<file path="src/phy_vendor_defs.svh">
`ifndef PHY_VENDOR_DEFS_SVH
`define PHY_VENDOR_DEFS_SVH

// register indices; byte address is four times the index
`define CFG_INDEX 10'h010
`define STAT_INDEX 10'h011

// configuration register field positions
`define CFG_SCR_BYP 14
`define CFG_ALIGN_BYP 13
`define CFG_SD_OVR 12
`define CFG_MEDIA_TX 10
`define CFG_FORCE_LINK 7
`define CFG_RPD_EN 4
`define CFG_SM_RST 3
`define CFG_PRE_SUP 2
`define CFG_SLEEP 1
`define CFG_RSVD0 0

// configuration reset value and writable bits
`define CFG_RESET 16'h0414
`define CFG_WMASK 16'h749f

// status register: resolved mode field, msb first
`define STAT_RES_LSB 12
`define STAT_RES_RESET 4'hf

// state machine reset duration
`define CLK_PERIOD_NS 100
`define SMR_TIME_NS 1000
`define SMR_CYCLES ((`SMR_TIME_NS + `CLK_PERIOD_NS - 1) / `CLK_PERIOD_NS)

`endif

</file>
<file path="src/phy_vendor_pkg.sv">
`include "phy_vendor_defs.svh"

package phy_vendor_pkg;

  // register selected by an apb address
  typedef enum logic [1:0] {SEL_NONE, SEL_CONFIG, SEL_STATUS} reg_sel_t;

  // state machine reset sequencer
  typedef enum logic {SMR_IDLE, SMR_BUSY} smr_state_t;

  // word aligned decode; low address bits must be zero
  function automatic reg_sel_t decode_sel(input logic [11:0] addr);
    reg_sel_t sel;
    sel = SEL_NONE;
    if (addr[1:0] == 2'b00 && addr[11:2] == `CFG_INDEX) begin
      sel = SEL_CONFIG;
    end else if (addr[1:0] == 2'b00 && addr[11:2] == `STAT_INDEX) begin
      sel = SEL_STATUS;
    end
    return sel;
  endfunction

endpackage

</file>
<file path="src/phy_vendor_config_status.sv">
// Function
// - scrambler bypass skips scrambling and descrambling
// - bit 13 bypasses alignment, coding, scrambling
// - bit 12 forces signal detector valid
// - bit 10 selects tx, zero selects fx
// - bit 7 forces good 100 mbps link
// - bit 4 enables automatic reduced power
// - bit 3 resets state machines, self clears
// - bit 2 enables management preamble suppression
// - bit 1 sleeps all but clocks
// - negotiation result loads bits 15:12
// - resolved bits undefined outside negotiation mode
// - reserved bits read zero, writes ignored; the code stores reserved bit 0 as written and reads it back
//
// Our own choices: register access over APB and the register addresses.
`include "phy_vendor_defs.svh"

module phy_vendor_config_status
  import phy_vendor_pkg::*;
(
  input wire logic MCLK,
  input wire logic ARST_N,
  input wire logic PSEL,
  input wire logic PENABLE,
  input wire logic PWRITE,
  input wire logic [11:0] PADDR,
  input wire logic [31:0] PWDATA,
  output logic [31:0] PRDATA,
  output logic PREADY,
  output logic PSLVERR,
  input wire logic SIGNAL_DETECT_RAW,
  input wire logic LINK_100_RAW,
  input wire logic AN_MODE,
  input wire logic AN_DONE,
  input wire logic [3:0] AN_RESULT,
  output logic SCRAMBLE_BYPASS,
  output logic ALIGN_BYPASS,
  output logic SIGNAL_DETECT,
  output logic MEDIA_TX,
  output logic LINK_100_GOOD,
  output logic REDUCED_POWER_EN,
  output logic SM_RESET,
  output logic PREAMBLE_SUPPRESS,
  output logic POWER_DOWN,
  output logic RESOLVED_VALID
);

  // bus decode
  reg_sel_t sel; // register addressed now
  logic wr_cfg; // write access phase to configuration
  logic wr_stat; // write access phase to status
  logic asleep; // sleep bit currently set
  logic wake; // write that clears sleep
  logic smr_start; // request for state machine reset

  // storage
  logic [15:0] cfg_reg; // configuration, bit 3 kept zero
  logic [3:0] res_reg; // resolved mode bits
  logic an_seen_reg; // negotiation result captured
  smr_state_t smr_reg; // reset sequencer state
  logic [3:0] smr_cnt_reg; // cycles left in reset
  logic [31:0] prdata_reg; // read data, loaded in setup
  logic [31:0] prdata_next;

  // pin synchronisers, first stage read only by second
  logic sd_meta_reg;
  logic sd_sync_reg;
  logic link_meta_reg;
  logic link_sync_reg;
  logic sd_out_reg; // registered signal detect
  logic link_out_reg; // registered link status

  // apb decode, zero wait state slave
  always_comb begin
    sel = decode_sel(PADDR);
    wr_cfg = PSEL && PENABLE && PWRITE && (sel == SEL_CONFIG);
    wr_stat = PSEL && PENABLE && PWRITE && (sel == SEL_STATUS);
  end

  assign asleep = cfg_reg[`CFG_SLEEP];
  assign wake = wr_cfg && asleep && !PWDATA[`CFG_SLEEP];
  // a set write while awake starts a reset; so does waking
  assign smr_start = (wr_cfg && !asleep && PWDATA[`CFG_SM_RST]) || wake;

  // handshake is combinational; never stalls
  assign PREADY = 1'b1;
  // unmapped addresses answer with an error in the access phase
  assign PSLVERR = PSEL && PENABLE && (sel == SEL_NONE);

  // configuration register
  always_ff @(posedge MCLK or negedge ARST_N) begin
    if (!ARST_N) begin
      cfg_reg <= `CFG_RESET;
    end else if (wr_cfg && !asleep) begin
      // reserved bits dropped by the mask
      // bit 0 stored as written, software keeps it zero
      cfg_reg <= PWDATA[15:0] & `CFG_WMASK & ~(16'h0001 << `CFG_SM_RST);
    end else if (wr_cfg) begin
      // while asleep only the sleep bit moves, so the
      // configuration from before sleep comes back
      cfg_reg[`CFG_SLEEP] <= PWDATA[`CFG_SLEEP];
    end
  end

  // state machine reset sequencer, self clearing
  always_ff @(posedge MCLK or negedge ARST_N) begin
    if (!ARST_N) begin
      smr_reg <= SMR_IDLE;
      smr_cnt_reg <= 4'h0;
    end else if (smr_start) begin
      // a new request restarts the full duration
      smr_reg <= SMR_BUSY;
      smr_cnt_reg <= 4'(`SMR_CYCLES - 1);
    end else begin
      unique case (smr_reg)
        SMR_IDLE: begin
          smr_cnt_reg <= 4'h0;
        end
        SMR_BUSY: begin
          // clear bit once the hold time has elapsed
          if (smr_cnt_reg == 4'h0) begin
            smr_reg <= SMR_IDLE;
          end else begin
            smr_cnt_reg <= smr_cnt_reg - 4'h1;
          end
        end
      endcase
    end
  end

  // resolved mode bits, loaded only by negotiation
  always_ff @(posedge MCLK or negedge ARST_N) begin
    if (!ARST_N) begin
      res_reg <= `STAT_RES_RESET;
      an_seen_reg <= 1'b0;
    end else if (AN_DONE) begin
      // bus writes never reach this register
      res_reg <= AN_RESULT;
      an_seen_reg <= 1'b1;
    end else if (!AN_MODE) begin
      // forced modes make the result meaningless
      an_seen_reg <= 1'b0;
    end
  end

  // result trustworthy only in negotiation mode
  assign RESOLVED_VALID = an_seen_reg && AN_MODE;

  // read data mux, captured in the setup phase
  always_comb begin
    prdata_next = 32'h0000_0000;
    unique case (sel)
      SEL_CONFIG: begin
        prdata_next[15:0] = cfg_reg;
        prdata_next[`CFG_SM_RST] = (smr_reg == SMR_BUSY);
      end
      SEL_STATUS: begin
        // bits 11:0 are reserved and read zero
        prdata_next[15:`STAT_RES_LSB] = res_reg;
      end
      SEL_NONE: begin
        prdata_next = 32'h0000_0000;
      end
    endcase
  end

  // read data register; loading in setup keeps the read
  // path one flop deep at the cost of a cycle of latency
  // that the zero wait access phase hides
  always_ff @(posedge MCLK or negedge ARST_N) begin
    if (!ARST_N) begin
      prdata_reg <= 32'h0000_0000;
    end else if (PSEL && !PENABLE && !PWRITE) begin
      prdata_reg <= prdata_next;
    end
  end

  assign PRDATA = prdata_reg;

  // two flop synchronisers for analog front end levels
  always_ff @(posedge MCLK or negedge ARST_N) begin
    if (!ARST_N) begin
      sd_meta_reg <= 1'b0;
      sd_sync_reg <= 1'b0;
      link_meta_reg <= 1'b0;
      link_sync_reg <= 1'b0;
    end else begin
      sd_meta_reg <= SIGNAL_DETECT_RAW;
      sd_sync_reg <= sd_meta_reg;
      link_meta_reg <= LINK_100_RAW;
      link_sync_reg <= link_meta_reg;
    end
  end

  // status outputs with overrides
  always_ff @(posedge MCLK or negedge ARST_N) begin
    if (!ARST_N) begin
      sd_out_reg <= 1'b0;
      link_out_reg <= 1'b0;
    end else begin
      // debug override forces a valid signal
      sd_out_reg <= sd_sync_reg || cfg_reg[`CFG_SD_OVR];
      // forced link ignores the line
      link_out_reg <= link_sync_reg || cfg_reg[`CFG_FORCE_LINK];
    end
  end

  // configuration drives the datapath directly from flops
  assign SCRAMBLE_BYPASS = cfg_reg[`CFG_SCR_BYP];
  assign ALIGN_BYPASS = cfg_reg[`CFG_ALIGN_BYP];
  assign MEDIA_TX = cfg_reg[`CFG_MEDIA_TX];
  assign REDUCED_POWER_EN = cfg_reg[`CFG_RPD_EN];
  assign PREAMBLE_SUPPRESS = cfg_reg[`CFG_PRE_SUP];
  assign POWER_DOWN = cfg_reg[`CFG_SLEEP];
  assign SIGNAL_DETECT = sd_out_reg;
  assign LINK_100_GOOD = link_out_reg;
  assign SM_RESET = (smr_reg == SMR_BUSY);
endmodule

</file>
<file path="config.mk">
export PLATFORM = sky130hd
export DESIGN_NAME = phy_vendor_config_status
export DESIGN_NICKNAME = d
export VERILOG_FILES = /design/src/phy_vendor_pkg.sv /design/src/phy_vendor_config_status.sv
export VERILOG_INCLUDE_DIRS = /design/src
export SDC_FILE = /design/constraint.sdc
export NUM_CORES = 1
export LEC_CHECK = 0
export BUFFER_PORTS_ARGS = -buffer_cell sky130_fd_sc_hd__buf_2
export CORE_MARGIN = 4
export CORE_UTILIZATION = 46
export CTS_CLUSTER_SIZE = 28
export DETAILED_ROUTE_END_ITERATION = 6
export PLACE_DENSITY_LB_ADDON = 0.1
export SYNTH_ARGS = -nofsm -noshare
export SYNTH_HDL_FRONTEND = slang
export SYNTH_SLANG_ARGS = --single-unit
</file>
<file path="constraint.sdc">
create_clock -name MCLK -period 2.55 [get_ports MCLK]
set_input_delay 0.51 -clock MCLK [delete_from_list [all_inputs] [get_ports MCLK]]
set_output_delay 0.51 -clock MCLK [all_outputs]
set_load 0.02 [all_outputs]
</file>
==> results.txt <==
status = finished clean
Area contributors post-synth = dfrtp_1 (43%), dfstp_2 (11%), buf_4 (9.9%)
final hold vios = 0
met2 wire length = 1446 um
commonest non-fill, non-tap cell in the layout = buf_2
required time of the worst setup path = 2.04 ns
crit path capture type = output pin
DR DRC count = 0
Final setup viols = 0
Boundary Pins = 101
wl on met1 = 1273 um
post-DR vias/cell = 4.774
Syn Area/Cell = 12.57 um2
clk_lat worst skew = 0.34 ns
register area share after synthesis = 54.42%
FF-to-FF setup slack = 0.98 ns
CTS clk-pin slew, worst paths = 0.11 ns
first drt pass iteration count = 4
CTS Sinks = 36
die area = 4662 um2
detailed-route wire length = 3106 um
reg-to-reg endpoint = cfg_reg[12]$_DFFE_PN0N_
worst vdd ir = 0.3954 mV
Min-Delay Path Class = in -> async
first-pass GRT wire length = 4809 um
width of the die = 68.28 um
Yosys warning count = 0
crit path time final = 2.137 ns
placed instance count = 231
R2R cell count = 3
DR top layer = met4
Slew headroom = 48.71%
area grow syn2layout = 18.49%
CP max-delay cell = nor4_4
Critical path destination = PSLVERR
post-place setup slack = 0.4109 ns
Tcrit/Tclk final = 83.80%
Core Area = 3416 um2
Setup TNS = 0 ns
max reg flops = 11
Synth Register Bits = 36
clk_skew = 0.009859 ns
unique cell type count in the Yosys netlist = 34
Met3 Wirelength = 345 um
setup ws final = 0.4131 ns
Synth Cell Area = 1672 um2
TritonCTS clock tree = yes
Syn Inst Count = 133
Die Ht = 68.28 um
Avg WL per Cell = 13.00 um
Longest Clk Path Bufs = 2
All-Layer GR Usage = 14.43%
cell taking the most area after synthesis = dfrtp_1
remaining antenna violation count = 0
H-Tree Level Count = 2
Critical Path Start = PADDR[10]
Pwr Density = 550.9 nW/um2
maximum clock frequency = 468.0 MHz
vias in the first global route = 1064
CP Class = in -> out
Placement Rows = 21
Worst-Margin Slew = 0.7693 ns
Slew Viols, Final = 0
IO Port Bufs = 56
Starting Density = 48.94%
total number of vias = 1141
crit-path most repeated cell = buf_2
initial antenna violation count = 0
Final Non-Filler Cells = 239
post-CTS repair timing setup buffer count = 0
grt total ovfl = 0
Cell Chain, Critical Path = buf_2 -> nor4_4 -> nand3_2 -> and3_1 -> buf_2
Final GP Congestion = 0.7281
pin count of the biggest net entering global routing = 37
TritonCTS buffer count = 5
Arr. time, crit path = 1.63 ns
detailed placement HPWL = 2401 um
crit-path max cell delay = 0.36 ns
filler instances = 295
Post-CTS Resized = 0
RR Startpoint = cfg_reg[1]$_DFFE_PN0P_
ant diodes = 0
Setup crit start kind = primary input
DR iter-0 viols = 34
peak fanout along the critical path = 6
final net count = 251
most frequent cells in the layout = buf_2 (56), dfrtp_1 (29), conb_1 (22)
number of max-cap violations = 0
top cell type's share of synthesized area = 43.41%
RSZ-0062 raised after global routing = false
Root Buffer = clkbuf_4
P_leak = 1.062 nW
share of cells above drive strength 1 = 47.15%
Pwr Total = 1.091 mW
# hold bufs at CTS = 0
-- report_power, final --
group | switching [mW] | leakage [nW] | internal (mW) | total, mW
combinational | 0.0698 | 0.559 | 0.0351 | 0.105
clock | 0.188 | 0.0422 | 0.206 | 0.393
sequential | 0.00503 | 0.461 | 0.588 | 0.593
total | 0.262 | 1.06 | 0.829 | 1.09
-- cells in the mapped netlist --
master	instances
dfrtp_1	29
buf_4	22
mux2_2	13
a22o_1	7
dfstp_2	7
nand2_1	7
o21ai_0	5
inv_1	4
o31ai_1	4
and3_1	3
mux2i_1	3
or2_2	3
conb_1	2
ha_1	2
nor2_1	2
nor3_1	2
a211o_1	1
a21oi_1	1
and2_1	1
and4b_1	1
buf_6	1
clkbuf_1	1
nand2b_1	1
nand3_1	1
nand3_2	1
nand4_1	1
nand4_2	1
nor3_4	1
nor3b_1	1
nor4_1	1
nor4_4	1
nor4b_4	1
or3_1	1
xnor2_1	1
-- per-layer routing --
layer | global-route usage, % | vias to the layer above
li1 | - | 543
met5 | 0 | -
met4 | 4.467 | 0
met2 | 22.74 | 59
met3 | 5.911 | 4
met1 | 18.06 | 535
-- cells by family (layout without fill, tap and decap cells) --
kind of cell,count (synthesis),after routing,synth area share (%)
flip-flops,36,36,54.42
AO/OA/AOI/OAI,18,18,7.784
buffers and inverters,28,68,11.68
multiplexers,16,16,10.55
XOR/XNOR,1,1,0.5240
adder cells (fa/ha/maj),2,2,1.497
other,2,22,0.4493
AND/OR/NAND/NOR,30,30,13.10
-- area by class of cell --
class                           instances  area [um2]  share of cell area (%)
Sequential cell                        36       909.6                   45.93
Multi-Input combinational cell         89       641.9                   32.41
Timing Repair Buffer                   56       280.3                   14.15
Tap cell                               46       57.56                   2.906
Clock buffer                            6       41.29                   2.085
Clock inverter                          2       35.03                   1.769
Inverter                                4       15.01                  0.7581
-- critical path: cells and delay by family --
| kind | cells | cell delay [ns] |
|---|---|---|
| buffers and inverters | 2 | 0.26 |
| and+or+nand+nor | 3 | 0.85 |
-- through the flow --
stage	hold slack, ns	area (um2)	utilization [%]
2_1_floorplan	0.2144	1747	-
3_3_place_gp	0.3366	1904	55.75
3_5_place_dp	0.3411	1904	55.75
4_1_cts	0.2539	1981	57.99
5_1_grt	0.2418	1981	57.99
6_report	0.2326	1981	57.99
-- worst min-delay path by stage --
stage                       startpoint                      end  depth (start not counted)
6_report                        ARST_N    PRDATA[7]$_DFFE_PN0P_                          1
3_5_place_dp   link_meta_reg$_DFF_PN0_  link_sync_reg$_DFF_PN0_                          0
4_1_cts                         ARST_N  cfg_reg[14]$_DFFE_PN0N_                          1
3_3_place_gp     sd_meta_reg$_DFF_PN0_    sd_sync_reg$_DFF_PN0_                          0
5_1_grt                   LINK_100_RAW  link_meta_reg$_DFF_PN0_                          1
2_1_floorplan                   ARST_N  LINK_100_GOOD$_DFF_PN0_                          0
Note: power is estimated with default switching activity, not from simulation.
